<file path="src/acir_pkg.sv">
// Constants and types for the channel input routing register bank
package acir_pkg;

    // Bank shape
    localparam int unsigned ACIR_CHANNELS = 16;
    localparam int unsigned ACIR_WORD_W   = 16;
    localparam int unsigned ACIR_SEL_W    = 5;
    localparam int unsigned ACIR_SETUP_W  = 3;
    localparam int unsigned ACIR_SLOT_W   = 4;
    localparam int unsigned ACIR_COUNT_W  = 5;

    // Field positions inside a channel word
    localparam int unsigned ACIR_NEG_LSB    = 0;
    localparam int unsigned ACIR_POS_LSB    = 5;
    localparam int unsigned ACIR_RSV_LSB    = 10;
    localparam int unsigned ACIR_SETUP_LSB  = 12;
    localparam int unsigned ACIR_ACTIVE_BIT = 15;

    // Reset values and write mask
    localparam logic [4:0]  ACIR_NEG_RESET  = 5'h01;
    localparam logic [4:0]  ACIR_POS_RESET  = 5'h00;
    localparam logic [15:0] ACIR_WORD_RESET = {1'b0, 3'h0, 2'h0, ACIR_POS_RESET, ACIR_NEG_RESET};
    localparam logic [15:0] ACIR_WRITE_MASK = 16'hF3FF;

    // Register indices; byte address is four times the index
    localparam logic [7:0] ACIR_IDX_SLOT_00   = 8'h10;
    localparam logic [7:0] ACIR_IDX_SLOT_01   = 8'h11;
    localparam logic [7:0] ACIR_IDX_SLOT_02   = 8'h12;
    localparam logic [7:0] ACIR_IDX_SLOT_03   = 8'h13;
    localparam logic [7:0] ACIR_IDX_SLOT_04   = 8'h14;
    localparam logic [7:0] ACIR_IDX_SLOT_05   = 8'h15;
    localparam logic [7:0] ACIR_IDX_SLOT_06   = 8'h16;
    localparam logic [7:0] ACIR_IDX_SLOT_07   = 8'h17;
    localparam logic [7:0] ACIR_IDX_SLOT_08   = 8'h18;
    localparam logic [7:0] ACIR_IDX_SLOT_09   = 8'h19;
    localparam logic [7:0] ACIR_IDX_SLOT_10   = 8'h1A;
    localparam logic [7:0] ACIR_IDX_SLOT_11   = 8'h1B;
    localparam logic [7:0] ACIR_IDX_SLOT_12   = 8'h1C;
    localparam logic [7:0] ACIR_IDX_SLOT_13   = 8'h1D;
    localparam logic [7:0] ACIR_IDX_SLOT_14   = 8'h1E;
    localparam logic [7:0] ACIR_IDX_SLOT_15   = 8'h1F;
    localparam logic [7:0] ACIR_IDX_STAT_USE  = 8'h30;
    localparam logic [7:0] ACIR_IDX_STAT_SRC  = 8'h31;
    localparam logic [7:0] ACIR_IDX_STAT_CNT  = 8'h32;

    // Selector codes
    localparam logic [4:0] ACIR_CODE_EXT_LAST = 5'h10;
    localparam logic [4:0] ACIR_CODE_TEMP_POS = 5'h11;
    localparam logic [4:0] ACIR_CODE_TEMP_NEG = 5'h12;
    localparam logic [4:0] ACIR_CODE_SUP_POS  = 5'h13;
    localparam logic [4:0] ACIR_CODE_SUP_NEG  = 5'h14;
    localparam logic [4:0] ACIR_CODE_REF_POS  = 5'h15;
    localparam logic [4:0] ACIR_CODE_REF_NEG  = 5'h16;

    typedef enum logic [2:0] {
        ACIR_SRC_EXT,
        ACIR_SRC_TEMP_POS,
        ACIR_SRC_TEMP_NEG,
        ACIR_SRC_SUP_POS,
        ACIR_SRC_SUP_NEG,
        ACIR_SRC_REF_POS,
        ACIR_SRC_REF_NEG,
        ACIR_SRC_BAD
    } acir_src_e;

    typedef enum logic [1:0] {
        ACIR_ST_IDLE,
        ACIR_ST_ANSWER
    } acir_apb_e;

endpackage : acir_pkg

</file>
<file path="src/acir_word_store.sv">
// Channel word memory with registered read port
`timescale 1ns/1ns
module acir_word_store
    import acir_pkg::*;
#(
    parameter int unsigned           DEPTH = 16,
    parameter int unsigned           AW    = 4,
    parameter logic [15:0]           INIT  = 16'h0001
) (
    // Clock and reset
    input  wire logic                clk_in,
    input  wire logic                srst_in,
    // Write port
    input  wire logic                wr_en_in,
    input  wire logic [AW-1:0]       wr_addr_in,
    input  wire logic [15:0]         wr_data_in,
    input  wire logic [1:0]          wr_lane_in,
    // Read port
    input  wire logic [AW-1:0]       rd_addr_in,
    output logic      [15:0]         rd_data_out,
    // All words in parallel
    output logic      [DEPTH*16-1:0] words_out
);

    typedef struct packed {
        logic [DEPTH-1:0][15:0] mem;
        logic [15:0]            rd;
    } acir_store_s;

    acir_store_s cur;
    acir_store_s next_cur;

    always_comb begin
        next_cur    = cur;
        next_cur.rd = cur.mem[rd_addr_in];
        if (wr_en_in) begin
            if (wr_lane_in[0]) begin
                next_cur.mem[wr_addr_in][7:0] = wr_data_in[7:0];
            end
            if (wr_lane_in[1]) begin
                next_cur.mem[wr_addr_in][15:8] = wr_data_in[15:8];
            end
        end
    end

    always_ff @(posedge clk_in) begin
        if (srst_in) begin
            cur.mem <= {DEPTH{INIT}};
            cur.rd  <= 16'h0000;
        end else begin
            cur <= next_cur;
        end
    end

    assign rd_data_out = cur.rd;
    assign words_out   = cur.mem;

endmodule : acir_word_store

</file>
<file path="src/acir_sel_decode.sv">
// Decodes one five-bit input selector code into its source kind
`timescale 1ns/1ns
module acir_sel_decode
    import acir_pkg::*;
(
    // Selector code
    input  wire logic [4:0] code_in,
    // Decoded source
    output acir_src_e       kind_out,
    output logic            legal_out
);

    always_comb begin
        if (code_in <= ACIR_CODE_EXT_LAST) begin
            kind_out = ACIR_SRC_EXT;
        end else if (code_in == ACIR_CODE_TEMP_POS) begin
            kind_out = ACIR_SRC_TEMP_POS;
        end else if (code_in == ACIR_CODE_TEMP_NEG) begin
            kind_out = ACIR_SRC_TEMP_NEG;
        end else if (code_in == ACIR_CODE_SUP_POS) begin
            kind_out = ACIR_SRC_SUP_POS;
        end else if (code_in == ACIR_CODE_SUP_NEG) begin
            kind_out = ACIR_SRC_SUP_NEG;
        end else if (code_in == ACIR_CODE_REF_POS) begin
            kind_out = ACIR_SRC_REF_POS;
        end else if (code_in == ACIR_CODE_REF_NEG) begin
            kind_out = ACIR_SRC_REF_NEG;
        end else begin
            kind_out = ACIR_SRC_BAD;
        end
        legal_out = (kind_out != ACIR_SRC_BAD);
    end

endmodule : acir_sel_decode

</file>
<file path="src/acir_route_regs.sv">
// APB register bank of per-channel input routing words
`timescale 1ns/1ns
//
// Function
// - Bits 4:0 negative selector, reset one
// - Codes map inputs, temperature, supply, reference
// - Sixteen words at 0x10-0x1F, reset 0x0001
// - All words share one field layout
// - Bits 9:5 positive selector, reset zero
// - Bits 11:10 reserved, read zero
module acir_route_regs
    import acir_pkg::*;
#(
    parameter int unsigned ADDR_W = 12
) (
    // Clock and reset
    input  wire logic                             clk_in,
    input  wire logic                             srst_in,
    // APB slave
    input  wire logic [ADDR_W-1:0]                paddr_in,
    input  wire logic                             psel_in,
    input  wire logic                             penable_in,
    input  wire logic                             pwrite_in,
    input  wire logic [31:0]                      pwdata_in,
    input  wire logic [3:0]                       pstrb_in,
    output logic      [31:0]                      prdata_out,
    output logic                                  pready_out,
    output logic                                  pslverr_out,
    // Routing per channel
    output logic      [ACIR_CHANNELS-1:0]         channel_active_flag_out,
    output logic      [ACIR_CHANNELS*3-1:0]       setup_select_out,
    output logic      [ACIR_CHANNELS*5-1:0]       positive_input_select_out,
    output logic      [ACIR_CHANNELS*5-1:0]       negative_input_select_out,
    // Source kinds and code faults per channel, and the count of active channels
    output logic      [ACIR_CHANNELS-1:0]         temp_sensor_used_out,
    output logic      [ACIR_CHANNELS-1:0]         supply_span_used_out,
    output logic      [ACIR_CHANNELS-1:0]         reference_used_out,
    output logic      [ACIR_CHANNELS-1:0]         code_fault_out,
    output logic      [ACIR_COUNT_W-1:0]          active_count_out
);

    typedef struct packed {
        acir_apb_e                           st;
        logic [31:0]                         prdata;
        logic                                pslverr;
        logic [ACIR_CHANNELS-1:0]            active;
        logic [ACIR_CHANNELS-1:0][2:0]       setup;
        logic [ACIR_CHANNELS-1:0][4:0]       pos;
        logic [ACIR_CHANNELS-1:0][4:0]       neg;
        logic [ACIR_CHANNELS-1:0]            temp;
        logic [ACIR_CHANNELS-1:0]            supply;
        logic [ACIR_CHANNELS-1:0]            refer;
        logic [ACIR_CHANNELS-1:0]            fault;
        logic [ACIR_COUNT_W-1:0]             count;
    } acir_state_s;

    acir_state_s                          cur;
    acir_state_s                          next_cur;

    logic [ACIR_CHANNELS*16-1:0]          words;
    logic [15:0]                          store_rd;
    logic                                 store_we;
    logic [15:0]                          store_wdata;
    logic [7:0]                           word_idx;
    logic                                 slot_hit;
    logic                                 stat_use_hit;
    logic                                 stat_src_hit;
    logic                                 stat_cnt_hit;
    logic                                 mapped;
    logic                                 access;

    acir_src_e                            pos_kind [ACIR_CHANNELS];
    acir_src_e                            neg_kind [ACIR_CHANNELS];
    logic [ACIR_CHANNELS-1:0]             pos_legal;
    logic [ACIR_CHANNELS-1:0]             neg_legal;

    // Address decode on word index
    always_comb begin
        word_idx = 8'h00;
        if (ADDR_W >= 10) begin
            word_idx = ((paddr_in >> 10) != '0) ? 8'hFF : 8'(paddr_in[ADDR_W-1:2]);
        end
    end

    assign slot_hit     = (word_idx >= ACIR_IDX_SLOT_00) && (word_idx <= ACIR_IDX_SLOT_15);
    assign stat_use_hit = (word_idx == ACIR_IDX_STAT_USE);
    assign stat_src_hit = (word_idx == ACIR_IDX_STAT_SRC);
    assign stat_cnt_hit = (word_idx == ACIR_IDX_STAT_CNT);
    assign mapped       = slot_hit || stat_use_hit || stat_src_hit || stat_cnt_hit;
    assign access       = psel_in && penable_in;

    // Write data with reserved bits forced to zero
    assign store_wdata = pwdata_in[15:0] & ACIR_WRITE_MASK;
    assign store_we    = access && pwrite_in && (cur.st == ACIR_ST_ANSWER) && slot_hit;

    acir_word_store #(
        .DEPTH       (ACIR_CHANNELS),
        .AW          (ACIR_SLOT_W),
        .INIT        (ACIR_WORD_RESET)
    ) u_store (
        .clk_in      (clk_in),
        .srst_in     (srst_in),
        .wr_en_in    (store_we),
        .wr_addr_in  (word_idx[3:0]),
        .wr_data_in  (store_wdata),
        .wr_lane_in  (pstrb_in[1:0]),
        .rd_addr_in  (word_idx[3:0]),
        .rd_data_out (store_rd),
        .words_out   (words)
    );

    // One decoder pair per channel word
    genvar g;
    generate
        for (g = 0; g < ACIR_CHANNELS; g++) begin : g_chan
            acir_sel_decode u_pos (
                .code_in   (words[g*16+ACIR_POS_LSB +: ACIR_SEL_W]),
                .kind_out  (pos_kind[g]),
                .legal_out (pos_legal[g])
            );
            acir_sel_decode u_neg (
                .code_in   (words[g*16+ACIR_NEG_LSB +: ACIR_SEL_W]),
                .kind_out  (neg_kind[g]),
                .legal_out (neg_legal[g])
            );
        end
    endgenerate

    // Next state
    always_comb begin
        logic [ACIR_COUNT_W-1:0] n_active;
        n_active = '0;
        next_cur = cur;

        // Bus handshake: capture in first access cycle, answer in the next
        unique case (cur.st)
            ACIR_ST_IDLE: begin
                if (access) begin
                    next_cur.st      = ACIR_ST_ANSWER;
                    next_cur.pslverr = !mapped || (pwrite_in && !slot_hit);
                    next_cur.prdata  = 32'h0000_0000;
                    if (!pwrite_in) begin
                        if (slot_hit) begin
                            next_cur.prdata = {16'h0000, store_rd & ACIR_WRITE_MASK};
                        end else if (stat_use_hit) begin
                            next_cur.prdata = {cur.supply, cur.active};
                        end else if (stat_src_hit) begin
                            next_cur.prdata = {cur.refer | cur.temp, cur.fault};
                        end else if (stat_cnt_hit) begin
                            next_cur.prdata = {27'h000_0000, cur.count};
                        end
                    end
                end
            end
            ACIR_ST_ANSWER: begin
                next_cur.st = ACIR_ST_IDLE;
            end
        endcase

        // Field split, same layout in every word
        for (int i = 0; i < ACIR_CHANNELS; i++) begin
            next_cur.active[i] = words[i*16+ACIR_ACTIVE_BIT];
            next_cur.setup[i]  = words[i*16+ACIR_SETUP_LSB +: ACIR_SETUP_W];
            next_cur.pos[i]    = words[i*16+ACIR_POS_LSB +: ACIR_SEL_W];
            next_cur.neg[i]    = words[i*16+ACIR_NEG_LSB +: ACIR_SEL_W];
            next_cur.temp[i]   = (pos_kind[i] == ACIR_SRC_TEMP_POS) || (pos_kind[i] == ACIR_SRC_TEMP_NEG)
                               || (neg_kind[i] == ACIR_SRC_TEMP_POS) || (neg_kind[i] == ACIR_SRC_TEMP_NEG);
            next_cur.supply[i] = (pos_kind[i] == ACIR_SRC_SUP_POS) || (pos_kind[i] == ACIR_SRC_SUP_NEG)
                               || (neg_kind[i] == ACIR_SRC_SUP_POS) || (neg_kind[i] == ACIR_SRC_SUP_NEG);
            next_cur.refer[i]  = (pos_kind[i] == ACIR_SRC_REF_POS) || (pos_kind[i] == ACIR_SRC_REF_NEG)
                               || (neg_kind[i] == ACIR_SRC_REF_POS) || (neg_kind[i] == ACIR_SRC_REF_NEG);
            next_cur.fault[i]  = !pos_legal[i] || !neg_legal[i];
            n_active           = n_active + ACIR_COUNT_W'(words[i*16+ACIR_ACTIVE_BIT]);
        end
        next_cur.count = n_active;
    end

    // State register
    always_ff @(posedge clk_in) begin
        if (srst_in) begin
            cur.st      <= ACIR_ST_IDLE;
            cur.prdata  <= 32'h0000_0000;
            cur.pslverr <= 1'b0;
            cur.active  <= '0;
            cur.setup   <= '0;
            cur.pos     <= {ACIR_CHANNELS{ACIR_POS_RESET}};
            cur.neg     <= {ACIR_CHANNELS{ACIR_NEG_RESET}};
            cur.temp    <= '0;
            cur.supply  <= '0;
            cur.refer   <= '0;
            cur.fault   <= '0;
            cur.count   <= '0;
        end else begin
            cur <= next_cur;
        end
    end

    // Outputs
    assign pready_out                = (cur.st == ACIR_ST_ANSWER);
    assign prdata_out                = cur.prdata;
    assign pslverr_out               = (cur.st == ACIR_ST_ANSWER) && cur.pslverr;
    assign channel_active_flag_out   = cur.active;
    assign setup_select_out          = cur.setup;
    assign positive_input_select_out = cur.pos;
    assign negative_input_select_out = cur.neg;
    assign temp_sensor_used_out      = cur.temp;
    assign supply_span_used_out      = cur.supply;
    assign reference_used_out        = cur.refer;
    assign code_fault_out            = cur.fault;
    assign active_count_out          = cur.count;

endmodule : acir_route_regs

</file>
<file path="config.mk">
export PLATFORM = sky130hd
export DESIGN_NAME = acir_route_regs
export DESIGN_NICKNAME = d
export VERILOG_FILES = /design/src/acir_pkg.sv /design/src/acir_word_store.sv /design/src/acir_sel_decode.sv /design/src/acir_route_regs.sv
export SDC_FILE = /design/constraint.sdc
export NUM_CORES = 1
export LEC_CHECK = 0
export BUFFER_PORTS_ARGS = -buffer_cell sky130_fd_sc_hd__buf_2
export CAP_MARGIN = 25
export CORE_MARGIN = 5
export CORE_UTILIZATION = 30
export CTS_CLUSTER_SIZE = 14
export DETAILED_ROUTE_END_ITERATION = 10
export PLACE_DENSITY = 0.6
export SYNTH_ARGS = -nofsm -noshare
export SYNTH_HDL_FRONTEND = slang
export SYNTH_SLANG_ARGS = --single-unit
export TNS_END_PERCENT = 10
</file>
<file path="constraint.sdc">
create_clock -name clk_in -period 10.32 [get_ports clk_in]
set_input_delay 0.516 -clock clk_in [delete_from_list [all_inputs] [get_ports clk_in]]
set_output_delay 0.516 -clock clk_in [all_outputs]
set_load 0.005 [all_outputs]
</file>
# [Word-level counts from Yosys, hierarchy flattened]
# Index checks and enable logic that the tools add are counted.
[word_totals] regBits=600 out_inout_bits=327
[classes] add_sub_neg=15 order_cmp=36 n_eq_ne=421 muxes=243 bitwise=1 n_reduce_logical=209
[op_table] op="$eq 5x5->1 const B" count=192
[op_table] op="$mux 256" count=3
[op_table] op="$mux 3" count=192
[op_table] op="$bwmux 256" count=2
[op_table] op="$eq 3x3->1 const B" count=96
[op_table] op="$eq 3x2->1 const B" count=64
[op_table] op="$logic_or 1x1->1" count=164
[op_table] op="$le 5x5->1 const B" count=32
[op_table] op="$demux 16 s4" count=2
[op_table] op="$mux 32" count=4
[op_table] op="$eq 3x1->1 const B" count=32
[op_table] op="$ne 3x3->1 const B" count=32
[op_table] op="$bmux 16 s4" count=1
[op_table] op="$add 5x1->5" count=11
[op_table] op="$mux 35" count=1
[op_table] op="$logic_not 1->1" count=34
[op_table] op="$mux 1" count=32
[op_table] op="$mux 16" count=2
[op_table] op="$eq 8x6->1 const B" count=3
[op_table] op="$mux 8" count=2
[op_table] op="$or 16x16->16" count=1
[op_table] op="$reduce_bool 12->1" count=1
[op_table] op="$ge 8x5->1 const B" count=1
[op_table] op="$le 8x5->1 const B" count=1
[op_table] op="other kinds (13)" count=20

# [Depth between registers and ports, before layout]
[logic_depth] ltp_word=15 depth_mapped=13

# [Hierarchy]
# From an unflattened synthesis, not the netlist that was laid out.
[unflattened] cells_unflattened=2821 hier_area_um2=26510.4
[by_module_without_submodules] mod="acir_route_regs" instances=1 cells_per_inst=1424 area_per_inst_um2=13558.0 seq_area_each_um2=6546.3
[by_module_without_submodules] mod="acir_word_store" instances=1 cells_per_inst=1237 area_per_inst_um2=11751.3 seq_area_each_um2=5445.2
[by_module_without_submodules] mod="acir_sel_decode" instances=32 cells_per_inst=5 area_per_inst_um2=37.5 seq_area_each_um2=0.0

# [Least setup slack after synthesis]
# No wires, ideal clock.
[synth_timing] kind="flip-flop to flip-flop" start="register u_store.cur, in the netlist u_store.words_out[191]" end="register cur, in the netlist active_count_out[4]" setup_time_ns=0.080 t_arrival_ns=3.211 required_ns=10.240 path_slack_ns=7.029 stages_incl_launch_ff=13 n_path_buf=0 path_cell_list="dfxtp_1 > inv_1 > fa_1 > fa_1 > fa_1 > fa_1 > inv_1 > ha_1 > inv_1 > fa_1 > inv_1 > a21oi_1 > nor3b_1"
[synth_between] elab_chain_cells=5
[synth_lines] element="from (decl)" line="acir_word_store.sv:30" source="acir_store_s cur;"
[synth_lines] element="from (signal assigned)" line="acir_word_store.sv:51" source="cur <= next_cur;"
[synth_lines] element="$add 5x1->5 (5 in series)" line="acir_route_regs.sv:173" source="n_active = n_active + ACIR_COUNT_W'(words[i*16+ACIR_ACTIVE_BIT]);"
[synth_lines] element="to (signal assigned)" line="acir_route_regs.sv:194" source="cur <= next_cur;"
[synth_lines] element="to (decl)" line="acir_route_regs.sv:57" source="acir_state_s cur;"
# No other way between the ends.
# A chain may end at the register's enable or synchronous reset.

# [Worst setup path after layout]
[layout_timing] start="register u_store.cur, in the netlist u_store.words_out[15]" end="register cur, in the netlist active_count_out[4]"
[layout_between] elab_chain_cells=15
[layout_lines] element="$add 1x1->2" line="acir_route_regs.sv:173"
[layout_lines] element="$add 2x1->3" line="acir_route_regs.sv:173"
[layout_lines] element="$add 3x1->4" line="acir_route_regs.sv:173"
[layout_lines] element="$add 4x1->5" line="acir_route_regs.sv:173"
[layout_lines] element="$add 5x1->5 (11 in series)" line="acir_route_regs.sv:173"
# No other way between the ends.

==> out/results.txt <==
Power density cells = 173.8 nW/um2
Largest net degree at the start of global routing = 130
Synth warn = 0
Leak pwr = 10.84 nW
Port Buf Inserts = 357
Core Area = 79000 um2
CP endpoint kind = flip-flop
Worst slew margin = 27.07%
Skew-Pair Late Insertion Delay = 0.63 ns
CTS root buffer = clkbuf_16
Residual overflow from global routing = 0
Count of cell types in the netlist = 54
Critical path depth = 12
CTS sink count = 565
Initial core utilization = 30.23%
Area delta synth->final = 9.998%
Multiplexer area fraction after synthesis = 6.922%
Wire per inst = 22.64 um
Die Y = 292.1 um
Routed wire length = 83170 um
Area leader, netlist = dfxtp_1
Critical path cell sequence = inv_1 -> fa_1 -> fa_1 -> fa_1 -> fa_1 -> inv_1 -> ha_1 -> inv_1 -> fa_1 -> inv_1 -> a21oi_1 -> nor3b_1
Initial antenna violation count = 6
DR vias = 17490
Worst path bufs/invs = 4
Iteration-0 DRC Markers = 1317
Max-slew violations = 0
Final count of hold timing violations = 0
# fillers = 8184
RSZ-0062 raised after global routing = false
Multi-input logic area = 9389 um2
Async S/R FF share, synth = 0%
R2R depth = 12
Crit-path max FO = 3
Post-Syn Instances = 2587
Std cell rows = 103
First-pass GRT wire length = 117700 um
Critical path arrival = 4.07 ns
CTS resizes = 0
Reg2reg end = active_count_out[4]
Routed Antenna Nets = 0
# IOs = 380
Minimum clock period = 3.532 ns
Final setup violation count = 0
Synth Area in XOR/XNOR = 1.247%
Maximum clock path buffer count = 3
DR pass1 iterations = 5
CP endpoint = active_count_out[4]
CP Class = flip-flop to flip-flop
H-tree levels = 2
Mapped Area = 23880 um2
Max Cap Viol = 0
Flops & latches, synth = 565
Share of cells above drive strength 1 = 21.97%
Synth top cells by count = dfxtp_1 (565), buf_4 (326), nand2_1 (247)
Final Skew = 0.02764 ns
Critical R2R Launch = u_store.words_out[15]
Number of global-route vias before repair = 16520
Peak supply drop = 0.1245 mV
Hold Buf Count CTS = 0
Run status = finished, final reports clean
CP Launch Type = flip-flop
Post-synth top flop = dfxtp_1
Register area = 11310 um2
Worst Path Required = 10.86 ns
Setup crit start = u_store.words_out[15]
CTS tree = built
Critical path's largest stage delay = 0.57 ns
Fin crit share = 34.22%
Fmax = 283.2 MHz
Via-to-Cell Ratio = 4.760
Hold depth = 3
Detailed Place HPWL = 61800 um
Fin Setup TNS = 0 ns
Adder-Cell Fraction of Synth Area = 1.100%
Die area = 85330 um2
Synthesized Nets = 2655
Actual slew at the worst max-slew pin = 1.092 ns
All-layer global routing usage = 18.57%
Num CTS Buffers = 61
Min Hold Slack = 0.1602 ns
DRC = 0
Syn_area_per_cell = 9.230 um2
Worst path slowest cell = fa_1
Most frequent CP cell = fa_1
Synth Area in Compound Gates = 11.93%
Final GP Congestion = 0.9092
Critical path's top delay family = adder cells
Hold crit path type = input port to flip-flop
Post-CTS Repair Setup Buffers = 0
Die X = 292.1 um
Top cell type's share of synthesized area = 47.37%
Register area share after synthesis = 47.37%
Post-layout net count = 2637
Reg-to-reg slack, setup = 6.79 ns
Most frequent cell after synthesis = dfxtp_1
Ranking of synthesized cells by area = dfxtp_1 (47%), buf_4 (10%), nor2b_1 (5.6%)
Main combinational cell family by area after synthesis = simple AND/OR/NAND/NOR gates
Simple-gate share of the synthesized area = 18.09%
Post-synth EDFFs = 0
Worst-path clk slew = 0.06 ns
-- cell families (layout without fill, tap and decap cells) --
group | after synthesis | after routing
and+or+nand+nor | 834 | 834
DFF | 565 | 565
buffers and inverters | 512 | 542
AOI/OAI and AO/OA | 470 | 470
muxes | 157 | 157
xor gates and xnor gates | 34 | 34
adders and majority gates | 15 | 15
other | 0 | 6
-- layout make-up --
cell class                 count  area share (%)
sequential                   565           43.06
multi-input combinational   1510           35.75
timing repair buffer         374           7.441
clock buffer                  81           6.593
tap                         1050           5.002
clock inverter                30           1.281
inverter                      57          0.8146
antenna                        6         0.05716
-- power by group --
part / total, mW / internal [mW] / switching, mW
Clock: 2.25 / 1.33 / 0.926
Combinational: 0.128 / 0.0277 / 0.100
Sequential: 2.18 / 2.18 / 0.00152
-- worst min-delay path: stages --
cell and delay [ns]:
buf_2 0.10, mux2i_1 0.06, nor2_1 0.07
-- cells in the final DEF, fill, tap and decap left out, types with 7 or more instances in the layout --
master / count
a21oi_1: 93
a221oi_1: 30
a22oi_1: 85
a2bb2oi_1: 12
and3_1: 32
buf_2: 355
buf_4: 15
clkbuf_1: 7
clkbuf_16: 61
clkbuf_8: 13
clkinv_2: 13
dfxtp_1: 565
fa_1: 10
inv_1: 57
mux2_2: 65
mux2i_1: 92
nand2_1: 247
nand2b_1: 49
nand3_1: 34
nand4_1: 8
nor2_1: 174
nor2b_1: 213
nor3_1: 19
nor4_4: 9
o21ai_0: 207
o22a_1: 17
o22ai_1: 16
or2_2: 10
or4_1: 9
xor2_1: 34
-- metal layers --
metal | wire [um] | global-route usage, % | share of wire, %
met4 | 2304 | 5.160 | 2.8
met1 | 37590 | 25.77 | 45
met5 | 13 | 0 | 0.016
met2 | 37790 | 29.74 | 45
met3 | 5478 | 3.400 | 6.6
-- metrics by stage --
stage               instances  util [%]  setup WS (ns)  power (mW)  cell area, um2
finish                   3673     33.25          6.788       4.565           26270
floorplan                2587         -          7.029       2.309           23880
CTS                      3665     33.18          6.773       4.613           26220
global placement         3553     30.55          6.701       2.357           24140
detailed placement       3554     30.57          6.702       2.358           24150
global route             3667     33.23          6.636       4.708           26250
-- how the worst min path moves through the flow --
stage | from | endpoint | slack [ns]
3_3_place_gp | u_store.words_out[127] | channel_active_flag_out[7] | 0.46
6_report | pwdata_in[14] | u_store.words_out[30] | 0.16
2_1_floorplan | u_store.words_out[191] | channel_active_flag_out[11] | 0.44
4_1_cts | pwdata_in[14] | u_store.words_out[30] | 0.12
3_5_place_dp | active_count_out[1] | prdata_out[1] | 0.46
5_1_grt | pwdata_in[15] | u_store.words_out[31] | 0.16
-- flip-flops by register name (all words and copies together), names as in the netlist --
| signal | cells |
|---|---|
| negative_input_select_out | 80 |
| code_fault_out | 16 |
| active_count_out | 5 |
| supply_span_used_out | 16 |
| cur | 2 |
| channel_active_flag_out | 16 |
| temp_sensor_used_out | 16 |
| setup_select_out | 48 |
| reference_used_out | 16 |
| prdata_out | 32 |
| u_store.words_out | 224 |
| u_store.rd_data_out | 14 |
| positive_input_select_out | 80 |
Note: power is estimated with default switching activity, not from simulation.
